<file path="src/inc/dphio_regs.svh">
/*
 * register offsets, field positions, reset values and timing counts of the
 * dual port handshake io block.
 * assumes a 4-bit register select and an 8-bit data bus on the host side.
 */
// Summary of operation
// - direction bit 0 makes a line input, undriven; 1 makes it output.
// - output line drives high for output bit 1, low for bit 0.
// - output bits of input lines are stored; they appear once direction flips.
// - port read returns the input register; transparent while latching is off.
// - port A latching captures port A pins on line one's active edge.
// - reading latched port A data makes it transparent until the next edge.
// - port A read shows real pin level for output lines.
// - port B read shows stored output value for output lines.
// - port B latching captures input pins on its line one's active edge.
// - read handshake on port A: data ready on line one sets a flag.
// - port A line two drives data taken low on access, high on next ready.
// - port B handshakes writes only; port A handshakes reads and writes.
// - line two is the write data ready output, level or pulse mode.
// - data taken on line one sets a flag and releases data ready.
// - control register: bits 7-5, 4, 3-1 and 0 hold the four line fields.
// - line two field codes 000..111 select eight input or output modes.
// - line one field bit: 0 selects negative edge, 1 positive edge.
// - independent input modes: port data access leaves the line two flag.
`ifndef DPHIO_REGS_SVH
`define DPHIO_REGS_SVH

`define DPHIO_OFF_PORT_B 4'h0
`define DPHIO_OFF_PORT_A 4'h1
`define DPHIO_OFF_DIR_B 4'h2
`define DPHIO_OFF_DIR_A 4'h3
`define DPHIO_OFF_CTRL 4'hc
`define DPHIO_OFF_PORT_A_NOHS 4'hf

`define DPHIO_CTRL_A1_BIT 0
`define DPHIO_CTRL_A2_LSB 1
`define DPHIO_CTRL_A2_MSB 3
`define DPHIO_CTRL_B1_BIT 4
`define DPHIO_CTRL_B2_LSB 5
`define DPHIO_CTRL_B2_MSB 7

`define DPHIO_RST_DATA 8'h00
`define DPHIO_RST_DIR 8'h00
`define DPHIO_RST_CTRL 8'h00

`define DPHIO_PULSE_CYCLES 1

`endif

</file>
<file path="src/inc/dphio_pkg.sv">
/*
 * types of the dual port handshake io block.
 * assumes dphio_regs.svh supplies the numeric constants.
 */
package dphio_pkg;

    typedef enum logic [2:0] {
        DPHIO_IN_NEG = 3'h0,
        DPHIO_IND_NEG = 3'h1,
        DPHIO_IN_POS = 3'h2,
        DPHIO_IND_POS = 3'h3,
        DPHIO_HANDSHAKE = 3'h4,
        DPHIO_PULSE = 3'h5,
        DPHIO_LOW = 3'h6,
        DPHIO_HIGH = 3'h7
    } dphio_line_mode_t;

endpackage

</file>
<file path="src/design/dphio_top.sv">
/*
 * dual port handshake io: two 8-bit ports with direction and output
 * registers, input latching, and four handshake control lines.
 * assumes all inputs are synchronous to clk, one register access per cycle
 * while bus_sel is high, and that latching enables and flag clears come
 * from the auxiliary control and interrupt flag logic outside.
 */
`timescale 1ns/1ns
`include "dphio_regs.svh"

module dphio_top
    import dphio_pkg::*;
#(
    parameter int PORT_W = 8
) (
    input wire logic clk,
    input wire logic rst,
    input wire logic bus_sel,
    input wire logic bus_wr,
    input wire logic [3:0] bus_addr,
    input wire logic [7:0] bus_wdata,
    output logic [7:0] bus_rdata,
    input wire logic [PORT_W-1:0] port_a_lines_in,
    output logic [PORT_W-1:0] port_a_lines_out,
    output logic [PORT_W-1:0] port_a_lines_oe,
    input wire logic [PORT_W-1:0] port_b_lines_in,
    output logic [PORT_W-1:0] port_b_lines_out,
    output logic [PORT_W-1:0] port_b_lines_oe,
    input wire logic port_a_ctrl_line_one,
    input wire logic port_a_ctrl_line_two_in,
    output logic port_a_ctrl_line_two_out,
    output logic port_a_ctrl_line_two_oe,
    input wire logic port_b_ctrl_line_one,
    input wire logic port_b_ctrl_line_two_in,
    output logic port_b_ctrl_line_two_out,
    output logic port_b_ctrl_line_two_oe,
    input wire logic latch_en_a,
    input wire logic latch_en_b,
    input wire logic [3:0] flag_clr,
    output logic [3:0] line_flags
);

    // the register file is 8 bits wide, so a port cannot be any wider
    if (PORT_W < 1 || PORT_W > 8) begin : g_bad_width
        $error("dphio_top: PORT_W must lie in 1..8");
    end

    // the pulse flop below holds a line two output low for one cycle only
    if (`DPHIO_PULSE_CYCLES != 1) begin : g_bad_pulse
        $error("dphio_top: only a one cycle pulse is supported");
    end

    // line two decode reads three bit mode codes inside the 8-bit register
    if (`DPHIO_CTRL_A2_MSB - `DPHIO_CTRL_A2_LSB != 2 ||
            `DPHIO_CTRL_B2_MSB - `DPHIO_CTRL_B2_LSB != 2 || `DPHIO_CTRL_B2_MSB > 7) begin : g_bad_field
        $error("dphio_top: line two fields must be three bits wide");
    end

    // the no-handshake alias must not shadow port A or the control register
    if (`DPHIO_OFF_PORT_A_NOHS == `DPHIO_OFF_PORT_A ||
            `DPHIO_OFF_PORT_A_NOHS == `DPHIO_OFF_CTRL) begin : g_bad_alias
        $error("dphio_top: port A alias offset collides");
    end

    function automatic logic edge_hit(input logic prev, input logic cur, input logic pos);
        edge_hit = pos ? (!prev && cur) : (prev && !cur);
    endfunction

    function automatic logic [7:0] widen(input logic [PORT_W-1:0] v);
        logic [7:0] w;
        w = 8'h00;
        w[PORT_W-1:0] = v;
        widen = w;
    endfunction

    // registers
    logic [PORT_W-1:0] out_a_r;
    logic [PORT_W-1:0] out_b_r;
    logic [PORT_W-1:0] dir_a_r;
    logic [PORT_W-1:0] dir_b_r;
    logic [7:0] ctrl_r;
    logic [PORT_W-1:0] in_a_latch_r;
    logic [PORT_W-1:0] in_b_latch_r;
    logic in_a_held_r;
    logic a1_prev_r;
    logic a2_prev_r;
    logic b1_prev_r;
    logic b2_prev_r;
    logic [3:0] flags_r;
    logic a2_out_r;
    logic b2_out_r;
    logic a2_pulse_r;
    logic b2_pulse_r;
    logic [7:0] rdata_r;

    logic [3:0] flags_nxt;
    logic a2_out_nxt;
    logic b2_out_nxt;
    logic [7:0] rdata_nxt;

    // access decode
    wire logic acc_b = bus_sel && (bus_addr == `DPHIO_OFF_PORT_B);
    wire logic acc_a_hs = bus_sel && (bus_addr == `DPHIO_OFF_PORT_A);
    wire logic acc_a_nohs = bus_sel && (bus_addr == `DPHIO_OFF_PORT_A_NOHS);
    wire logic acc_a = acc_a_hs || acc_a_nohs;
    wire logic wr_b = acc_b && bus_wr;
    wire logic wr_a = acc_a && bus_wr;
    wire logic rd_a = acc_a && !bus_wr;
    wire logic wr_dir_b = bus_sel && bus_wr && (bus_addr == `DPHIO_OFF_DIR_B);
    wire logic wr_dir_a = bus_sel && bus_wr && (bus_addr == `DPHIO_OFF_DIR_A);
    wire logic wr_ctrl = bus_sel && bus_wr && (bus_addr == `DPHIO_OFF_CTRL);
    wire logic rd_any = bus_sel && !bus_wr;

    // control field split
    wire logic a1_pos = ctrl_r[`DPHIO_CTRL_A1_BIT];
    wire logic b1_pos = ctrl_r[`DPHIO_CTRL_B1_BIT];
    wire dphio_line_mode_t a2_mode =
        dphio_line_mode_t'(ctrl_r[`DPHIO_CTRL_A2_MSB:`DPHIO_CTRL_A2_LSB]);
    wire dphio_line_mode_t b2_mode =
        dphio_line_mode_t'(ctrl_r[`DPHIO_CTRL_B2_MSB:`DPHIO_CTRL_B2_LSB]);

    // line two input modes have the top code bit clear
    wire logic a2_is_out = a2_mode[2];
    wire logic b2_is_out = b2_mode[2];
    wire logic a2_in_pos = a2_mode[1];
    wire logic b2_in_pos = b2_mode[1];
    wire logic a2_indep = !a2_is_out && a2_mode[0];
    wire logic b2_indep = !b2_is_out && b2_mode[0];

    // edge detection on the sampled control lines
    wire logic a1_edge = edge_hit(a1_prev_r, port_a_ctrl_line_one, a1_pos);
    wire logic b1_edge = edge_hit(b1_prev_r, port_b_ctrl_line_one, b1_pos);
    wire logic a2_edge = !a2_is_out && edge_hit(a2_prev_r, port_a_ctrl_line_two_in, a2_in_pos);
    wire logic b2_edge = !b2_is_out && edge_hit(b2_prev_r, port_b_ctrl_line_two_in, b2_in_pos);

    // flag clears from port data access; the no-handshake alias of port A
    // deliberately leaves the flags and the line two output alone
    wire logic clr_a1 = acc_a_hs || flag_clr[0];
    wire logic clr_a2 = (acc_a_hs && !a2_indep) || flag_clr[1];
    wire logic clr_b1 = acc_b || flag_clr[2];
    wire logic clr_b2 = (acc_b && !b2_indep) || flag_clr[3];

    // read path
    wire logic [PORT_W-1:0] in_a_view = in_a_held_r ? in_a_latch_r : port_a_lines_in;
    // port A shows the pin, so heavy loading on an output line reads back wrong
    wire logic [PORT_W-1:0] rd_a_val = latch_en_a ? in_a_view : port_a_lines_in;
    wire logic [PORT_W-1:0] in_b_view = latch_en_b ? in_b_latch_r : port_b_lines_in;
    wire logic [PORT_W-1:0] rd_b_val = (dir_b_r & out_b_r) | (~dir_b_r & in_b_view);

    always_comb begin
        rdata_nxt = rdata_r;
        if (rd_any) begin
            if (bus_addr == `DPHIO_OFF_PORT_B) begin
                rdata_nxt = widen(rd_b_val);
            end else if (bus_addr == `DPHIO_OFF_PORT_A || bus_addr == `DPHIO_OFF_PORT_A_NOHS) begin
                rdata_nxt = widen(rd_a_val);
            end else if (bus_addr == `DPHIO_OFF_DIR_B) begin
                rdata_nxt = widen(dir_b_r);
            end else if (bus_addr == `DPHIO_OFF_DIR_A) begin
                rdata_nxt = widen(dir_a_r);
            end else if (bus_addr == `DPHIO_OFF_CTRL) begin
                rdata_nxt = ctrl_r;
            end else begin
                // timers, shift register and interrupt registers live elsewhere
                rdata_nxt = 8'h00;
            end
        end
    end

    // flags: a set in the same cycle as its clear wins
    always_comb begin
        flags_nxt = flags_r;
        if (clr_a1) begin
            flags_nxt[0] = 1'b0;
        end
        if (a1_edge) begin
            flags_nxt[0] = 1'b1;
        end
        if (clr_a2) begin
            flags_nxt[1] = 1'b0;
        end
        if (a2_edge) begin
            flags_nxt[1] = 1'b1;
        end
        if (clr_b1) begin
            flags_nxt[2] = 1'b0;
        end
        if (b1_edge) begin
            flags_nxt[2] = 1'b1;
        end
        if (clr_b2) begin
            flags_nxt[3] = 1'b0;
        end
        if (b2_edge) begin
            flags_nxt[3] = 1'b1;
        end
    end

    // port A line two: read and write handshake; an access beats a
    // simultaneous data edge so that the access is never lost
    always_comb begin
        a2_out_nxt = 1'b1;
        case (a2_mode)
            DPHIO_HANDSHAKE: begin
                a2_out_nxt = a2_out_r;
                if (a1_edge) begin
                    a2_out_nxt = 1'b1;
                end
                if (acc_a_hs) begin
                    a2_out_nxt = 1'b0;
                end
            end
            DPHIO_PULSE: begin
                a2_out_nxt = !a2_pulse_r;
            end
            DPHIO_LOW: begin
                a2_out_nxt = 1'b0;
            end
            DPHIO_HIGH: begin
                a2_out_nxt = 1'b1;
            end
            default: begin
                a2_out_nxt = 1'b1;
            end
        endcase
    end

    // port B line two: write handshake only
    always_comb begin
        b2_out_nxt = 1'b1;
        case (b2_mode)
            DPHIO_HANDSHAKE: begin
                b2_out_nxt = b2_out_r;
                if (b1_edge) begin
                    b2_out_nxt = 1'b1;
                end
                if (wr_b) begin
                    b2_out_nxt = 1'b0;
                end
            end
            DPHIO_PULSE: begin
                b2_out_nxt = !b2_pulse_r;
            end
            DPHIO_LOW: begin
                b2_out_nxt = 1'b0;
            end
            DPHIO_HIGH: begin
                b2_out_nxt = 1'b1;
            end
            default: begin
                b2_out_nxt = 1'b1;
            end
        endcase
    end

    // output and direction registers; output bits store whatever the
    // direction, the pin only shows them through the enable
    always_ff @(posedge clk) begin
        if (rst) begin
            out_a_r <= PORT_W'(`DPHIO_RST_DATA);
            out_b_r <= PORT_W'(`DPHIO_RST_DATA);
            dir_a_r <= PORT_W'(`DPHIO_RST_DIR);
            dir_b_r <= PORT_W'(`DPHIO_RST_DIR);
            ctrl_r <= `DPHIO_RST_CTRL;
        end else begin
            if (wr_a) begin
                out_a_r <= bus_wdata[PORT_W-1:0];
            end
            if (wr_b) begin
                out_b_r <= bus_wdata[PORT_W-1:0];
            end
            if (wr_dir_a) begin
                dir_a_r <= bus_wdata[PORT_W-1:0];
            end
            if (wr_dir_b) begin
                dir_b_r <= bus_wdata[PORT_W-1:0];
            end
            if (wr_ctrl) begin
                ctrl_r <= bus_wdata;
            end
        end
    end

    // input latches; an edge in the cycle that reads held port A data is not captured, and the latch turns transparent
    always_ff @(posedge clk) begin
        if (rst) begin
            in_a_latch_r <= '0;
            in_b_latch_r <= '0;
            in_a_held_r <= 1'b0;
        end else begin
            if (a1_edge && !in_a_held_r) begin
                in_a_latch_r <= port_a_lines_in;
            end
            if (a1_edge && latch_en_a && !in_a_held_r) begin
                in_a_held_r <= 1'b1;
            end else if (rd_a || !latch_en_a) begin
                in_a_held_r <= 1'b0;
            end
            if (b1_edge) begin
                in_b_latch_r <= port_b_lines_in;
            end
        end
    end

    // edge history, flags and line two drivers
    always_ff @(posedge clk) begin
        if (rst) begin
            a1_prev_r <= 1'b0;
            a2_prev_r <= 1'b0;
            b1_prev_r <= 1'b0;
            b2_prev_r <= 1'b0;
            flags_r <= 4'h0;
            a2_out_r <= 1'b1;
            b2_out_r <= 1'b1;
            a2_pulse_r <= 1'b0;
            b2_pulse_r <= 1'b0;
            rdata_r <= 8'h00;
        end else begin
            a1_prev_r <= port_a_ctrl_line_one;
            a2_prev_r <= port_a_ctrl_line_two_in;
            b1_prev_r <= port_b_ctrl_line_one;
            b2_prev_r <= port_b_ctrl_line_two_in;
            flags_r <= flags_nxt;
            a2_out_r <= a2_out_nxt;
            b2_out_r <= b2_out_nxt;
            // pulse request lasts one cycle, so the low lasts one cycle
            a2_pulse_r <= acc_a_hs && (a2_mode == DPHIO_PULSE);
            b2_pulse_r <= wr_b && (b2_mode == DPHIO_PULSE);
            rdata_r <= rdata_nxt;
        end
    end

    // pins
    assign port_a_lines_out = out_a_r;
    assign port_a_lines_oe = dir_a_r;
    assign port_b_lines_out = out_b_r;
    assign port_b_lines_oe = dir_b_r;
    assign port_a_ctrl_line_two_out = a2_out_r;
    assign port_a_ctrl_line_two_oe = ctrl_r[`DPHIO_CTRL_A2_MSB];
    assign port_b_ctrl_line_two_out = b2_out_r;
    assign port_b_ctrl_line_two_oe = ctrl_r[`DPHIO_CTRL_B2_MSB];
    assign line_flags = flags_r;
    assign bus_rdata = rdata_r;

endmodule

</file>
<file path="config.mk">
export PLATFORM = sky130hd
export DESIGN_NAME = dphio_top
export DESIGN_NICKNAME = d
export VERILOG_FILES = /design/src/inc/dphio_pkg.sv /design/src/design/dphio_top.sv
export VERILOG_INCLUDE_DIRS = /design/src /design/src/inc
export SDC_FILE = /design/constraint.sdc
export NUM_CORES = 1
export LEC_CHECK = 0
export ABC_AREA = 1
export BUFFER_PORTS_ARGS = -buffer_cell sky130_fd_sc_hd__buf_2
export CAP_MARGIN = 20
export CORE_MARGIN = 2
export CORE_UTILIZATION = 53
export CTS_CLUSTER_SIZE = 25
export DETAILED_ROUTE_END_ITERATION = 10
export PLACE_DENSITY = 0.79
export SLEW_MARGIN = 20
export SYNTH_ARGS = -nofsm -noshare
export SYNTH_HDL_FRONTEND = slang
export SYNTH_SLANG_ARGS = --single-unit
</file>
<file path="constraint.sdc">
create_clock -name clk -period 1.35 [get_ports clk]
set_input_delay 0.0675 -clock clk [delete_from_list [all_inputs] [get_ports clk]]
set_output_delay 0.0675 -clock clk [all_outputs]
set_load 0.1 [all_outputs]
</file>
==> results of run 1 <==
-- report_power, final --
group | total, uW | leakage (uW) | internal [uW] | switching [uW]
Sequential | 2390 | 0.000640 | 2340 | 41.5
Clock | 1710 | 0.0000971 | 922 | 790
Combinational | 807 | 0.00136 | 235 | 571
Total | 4910 | 0.00210 | 3500 | 1400
-- cells by family after synthesis --
logic type	synth area share, %
flops	42.2
simple gates	27.8
buf+inv	11.3
compound gates	18.8
-- metrics by stage --
step,util [%],setup TNS [ns]
after floorplan,-,0
after global placement,62.3,0
after detailed placement,62.3,-0.00348
after CTS,68.5,0
after global routing,68.5,0
final,68.5,0
-- final cells by class --
| class | count | area, um^2 |
|---|---|---|
| fill | 570 | 2120 |
| clock inverter | 2 | 35.0 |
| timing repair buffer | 120 | 758 |
| tap | 80 | 100 |
| multi-input combinational | 351 | 1700 |
| inverter | 74 | 280 |
| sequential | 77 | 1580 |
| clock buffer | 11 | 151 |
-- synth_stat cells (4+ instances only) --
library cell	instances
dfxtp_1	77
a21oi_1	70
inv_1	68
nor2_1	67
nand2_1	64
nand3_1	62
o21ai_0	57
buf_2	6
clkbuf_1	6
o21ai_1	6
inv_2	5
buf_6	4
-- worst min-delay path by stage --
stage	depth (start not counted)	end
2_1_floorplan	2	a2_prev_r$_SDFF_PP0_
6_report	3	in_a_latch_r[7]$_SDFFE_PP0P_
3_5_place_dp	3	a2_prev_r$_SDFF_PP0_
5_1_grt	3	port_a_lines_out[0]$_SDFFE_PP0P_
3_3_place_gp	3	a2_prev_r$_SDFF_PP0_
4_1_cts	3	in_a_latch_r[7]$_SDFFE_PP0P_
-- worst register-to-register path, stage by stage (launching register included) --
cell      delay (ns)
dfxtp_1         0.40
inv_1           0.10
nand2_1         0.11
nand3b_1        0.08
buf_4           0.18
o21ai_0         0.19
nor2_1          0.06
-- repair_timing --
| item | 4_1_cts | 5_1_grt |
|---|---|---|
| hold endpoints to repair | 22 | 0 |
| gates resized for setup | 0 | 0 |
| setup buffers | 1 | 0 |
| hold buffers | 22 | 0 |
| endpoints found under the setup margin | 8 | 0 |
-- per-layer routing --
metal  vias up  part of all wire (%)  track usage (%)
met1      1678                    45             35.5
met4         0                   1.3             8.95
li1       1921                     -                -
met5         -                     0                0
met3        13                   6.6             6.73
met2       126                    47             42.6
-- registers in the layout (all words and copies together), names as in the netlist --
signal / cells
bus_rdata: 8
ctrl_r: 8
in_a_latch_r: 8
in_b_latch_r: 8
port_a_lines_oe: 8
port_a_lines_out: 8
port_b_lines_oe: 8
port_b_lines_out: 8
line_flags: 4
a1_prev_r: 1
a2_prev_r: 1
a2_pulse_r: 1
b1_prev_r: 1
b2_prev_r: 1
b2_pulse_r: 1
in_a_held_r: 1
port_a_ctrl_line_two_out: 1
port_b_ctrl_line_two_out: 1
==> impl_metrics.toml, run 1 <==
[clocking]
cts.clk_slew.worst_paths_ns = 0.08
clk_latency_ns = 0.35
cts_num_sinks = 77
cts_made_buffers = 9
cts_tree = "done"
cts_root_buf = "clkbuf_8"
clockBufferDepth = 2
htree_levels = 3

[setup_path]
r2r_setup_slack_ns = 0.12
crit_type = "flop to output pin"
cp-end-kind = "output pin"
path_delay_family = "buffers and inverters"
reg2regPathDepth = 6
start_kind = "flop"
r2r_start = "ctrl_r[0]$_SDFFE_PP0P_"
cp-startpoint = "port_b_lines_oe[7]$_SDFFE_PP0P_"
cp_cell_sequence = "buf_2"
path_buf_inv = 1
cp_slowest_cell = "buf_2"
cp_max_fo = 4
worstPathArrival_ns = 1.16
critPathMaxStageDelay_ns = 0.44
r2r_end = "in_a_latch_r[3]$_SDFFE_PP0P_"
critPathCapture = "port_b_lines_oe[7]"
cp.depth = 1
required_ns = 1.28

[layout]
layout_common_cells = "buf_2, a21oi_1, inv_1, nor2_1, nand2_1"
final_cells = 715
nets = 675
final_common_cell = "buf_2"
postLayoutCellArea_mm2 = 0.00460
drive_gt1_share_pct = 25.4
antenna_cells = 0
syn_to_final_growth_pct = 25.8

[floorplanning]
dieArea_mm2 = 0.00758
die_y_um = 87.1
coreArea_mm2 = 0.00672
rows = 30
ios = 90
initial_core_util_pct = 54.4
die_w_um = 87.1

[timing]
clock.fmax_mhz = 811
finalCritPeriodShare_pct = 91.3
worst-slew-pin-transition_ns = 0.504
slew_headroom_pct = 66.6
rsz0062_at_grt = "false"
slew_viol_final = 0
whs_ns = 0.00753
setup_ws_ns = 0.118
hold_violations = 0
finalSetupViolCount = 0
fin_crit_ns = 1.23
fin_skew_ns = 0.00936

[global_route]
gr-total-overflow = 0
grt_usage_pct = 26.8
grt_pass1_wl_mm = 15.8
grt_max_degree = 58
antenna_found_initial = 0
grt_pass1_vias = 3413

[placement]
gp_routability_congestion = 0.842
place_hpwl_mm = 7.02
dp_slack_ns = -0.00348
dp_cells = 679
placed_area_mm2 = 0.00419
port_buffers = 89

[synth]
ys_ff_latch = 77
ys.flop_type = "dfxtp_1"
ys_seq_area_share_pct = 42.2
syn_nets = 566
synth_area_leaders = "dfxtp_1, a21oi_1, nand3_1, o21ai_0, inv_1"
synthDominantCellAreaShare_pct = 42.2
synth-edff-count = 0
syn_inst = 524
yosys_warnings = 0
synthArstFlopShare_pct = 0
ys_types = 28
syn-cell-area_mm2 = 0.00366
synth_area_leader_cell = "dfxtp_1"
syn_area_per_cell_um2 = 6.98

[drt]
drc = 0
viasPerCell = 5.23
wl_per_cell_um = 13.8
drt-initial-drc-count = 298
routed_wl_mm = 9.88
vias = 3738
drtAntennaViolNets = 0
first_pass_iters = 5

[power]
ir_drop_uv = 739
pwr_density_cell_mw_per_mm2 = 1070
p_leak_uw = 0.00210
fin_total_pwr_uw = 4910

[worst_hold_path]
min_from = "port_a_lines_in[7]"
hold_path_class = "input port to flop"

[run_status]
status = "finished, final reports clean"

[flow_run]
maxCapViolations = 0
(Power assumes the default switching activity.)
==> run 2, diff against run 1 <==
--- a/config.mk
+++ b/config.mk
@@ -11,10 +11,13 @@
 export CAP_MARGIN = 20
 export CORE_MARGIN = 2
 export CORE_UTILIZATION = 53
+export CTS_CLUSTER_DIAMETER = 150
 export CTS_CLUSTER_SIZE = 25
 export DETAILED_ROUTE_END_ITERATION = 10
+export MAX_ROUTING_LAYER = met4
 export PLACE_DENSITY = 0.79
 export SLEW_MARGIN = 20
 export SYNTH_ARGS = -nofsm -noshare
 export SYNTH_HDL_FRONTEND = slang
 export SYNTH_SLANG_ARGS = --single-unit
+export TNS_END_PERCENT = 5
==> run 2 against run 1 <==
Combinational power is 0.9% higher; largest power group unchanged; utilization unchanged; first-iteration DRC count is 30% lower.
==> impl_metrics.toml, run 2 (synthesis results as in run 1) <==
[run_status]
status = "finished, final reports clean"

[layout]
final_cells = 721
final_util_pct = 68.5
nets = 678
layout_common_cells = "buf_2, dfxtp_1, a21oi_1, inv_1, nor2_1"
postLayoutCellArea_mm2 = 0.00460
syn_to_final_growth_pct = 25.8
antenna_cells = 0
drive_gt1_share_pct = 22.9
final_common_cell = "buf_2"

[drt]
vias = 3808
routed.top_layer = "met4"
drtAntennaViolNets = 0
viasPerCell = 5.28
routed_wl_mm = 9.91
wl_per_cell_um = 13.7
wl_met2_mm = 4.76
drc = 0
drt-initial-drc-count = 210
met1_length_mm = 4.25
met3WireLength_um = 742
first_pass_iters = 6

[power]
p_sw_share_pct = 31.3
p_int_uw = 3310
clockPowerShare_pct = 33.6
p_leak_uw = 0.00209
p_sw_uw = 1510
pwr_density_cell_mw_per_mm2 = 1050
fin_total_pwr_uw = 4810
pwr-share-comb_pct = 16.9
p_seq_share_pct = 49.5
ir_drop_uv = 758

[worst_hold_path]
hold_depth = 3
hold_path_class = "input port to flop"

[floorplanning]
die_y_um = 87.1
rows = 30
die_w_um = 87.1
ios = 90
dieArea_mm2 = 0.00758
initial_core_util_pct = 54.4
coreArea_mm2 = 0.00672

[global_route]
grt_pass1_vias = 3347
antenna_found_initial = 0
grt_pass1_wl_mm = 15.8
gr-total-overflow = 0
grt_max_degree = 58
grt_usage_pct = 27.4

[setup_path]
start_kind = "flop"
cp.depth = 1
crit_type = "flop to output pin"
cp_max_fo = 4
cp_cell_sequence = "buf_2"
cp-end-kind = "output pin"
reg2regPathDepth = 6
required_ns = 1.28
worstPathArrival_ns = 1.24
path_delay_family = "buffers and inverters"
path_buf_inv = 1
critPathMaxStageDelay_ns = 0.47
cp_slowest_cell = "buf_2"

[clocking]
cts_num_sinks = 77
clk_latency_ns = 0.35
cts_root_buf = "clkbuf_8"
htree_levels = 3
cts.clk_slew.worst_paths_ns = 0.08
cts_made_buffers = 9
cts_tree = "done"
clockBufferDepth = 2

[flow_run]
maxCapViolations = 0

[timing]
fin_skew_ns = 0.0106
clock.fmax_mhz = 765
slew_viol_final = 0
finalCritPeriodShare_pct = 96.8
rsz0062_at_grt = "true"
fin_crit_ns = 1.31
worst-slew-pin-transition_ns = 0.503
setup_ws_ns = 0.0428
slew_headroom_pct = 66.7
hold_violations = 0
finalSetupViolCount = 0

[placement]
gp_routability_congestion = 0.890
dp_slack_ns = 0.0253
dp_cells = 683
placed_area_mm2 = 0.00418
port_buffers = 89
place_hpwl_mm = 7.24
-- run 2: changes by cell type in the layout (fill, tap and decap cells not counted), sizes merged --
cell and delta:
clkbuf -1, clkinvlp +3, inv +2, bufinv -1, buf +3
-- run 2: timing repair --
item,4_1_cts,5_1_grt
endpoints found under the setup margin,0,18
hold endpoints to repair,22,0
buffers inserted,0,0
hold buffers,22,0
resized for setup,0,7
-- run 2: final timing paths --
kind,from,end,slack [ns]
hold / removal,bus_wdata[0],port_a_lines_out[0]$_SDFFE_PP0P_,0.02
hold reg to reg,port_b_lines_out[4]$_SDFFE_PP0P_,port_b_lines_out[4]$_SDFFE_PP0P_,0.47
setup reg to reg,ctrl_r[0]$_SDFFE_PP0P_,in_a_latch_r[4]$_SDFFE_PP0P_,0.09
setup / recovery,port_b_lines_oe[1]$_SDFFE_PP0P_,port_b_lines_oe[1],0.04
-- run 2: power groups by stage --
| stage | Combinational (uW) | Clock (uW) | Sequential [uW] |
|---|---|---|---|
| global route | 882 | 1730 | 2390 |
| detailed placement | 758 | 0 | 2440 |
| global placement | 742 | 0 | 2430 |
| floorplan | 315 | 0 | 2670 |
| finish | 814 | 1610 | 2380 |
| CTS | 807 | 1640 | 2380 |
-- run 2: worst min-delay path, delay by kind of cell --
family,cells,cell delay [ns]
AOI/OAI and AO/OA,1,0.06
and+or+nand+nor,1,0.07
buffers and inverters,1,0.14
-- run 2: area by class of cell --
type	count	area, um^2
clock buffers	10	138
clock inverters	6	45.0
fillers	578	2120
multi-input cells	351	1710
flip-flops and latches	77	1550
repair buffers	123	781
well taps	80	100
inverters	74	280
-- run 2: layer usage --
layer	up-vias	track usage, %
met2	150	42.3
met5	-	-
met4	0	10.2
met3	20	4.74
met1	1709	36.1
li1	1929	-
-- run 2: metrics by stage --
| stage | hold WS [ns] | TNS, ns |
|---|---|---|
| floorplan | 0.201 | -1.84 |
| global placement | 0.293 | 0 |
| detailed placement | 0.308 | 0 |
| CTS | 0.00538 | 0 |
| global route | 0.0162 | -0.0516 |
| finish | 0.0228 | 0 |
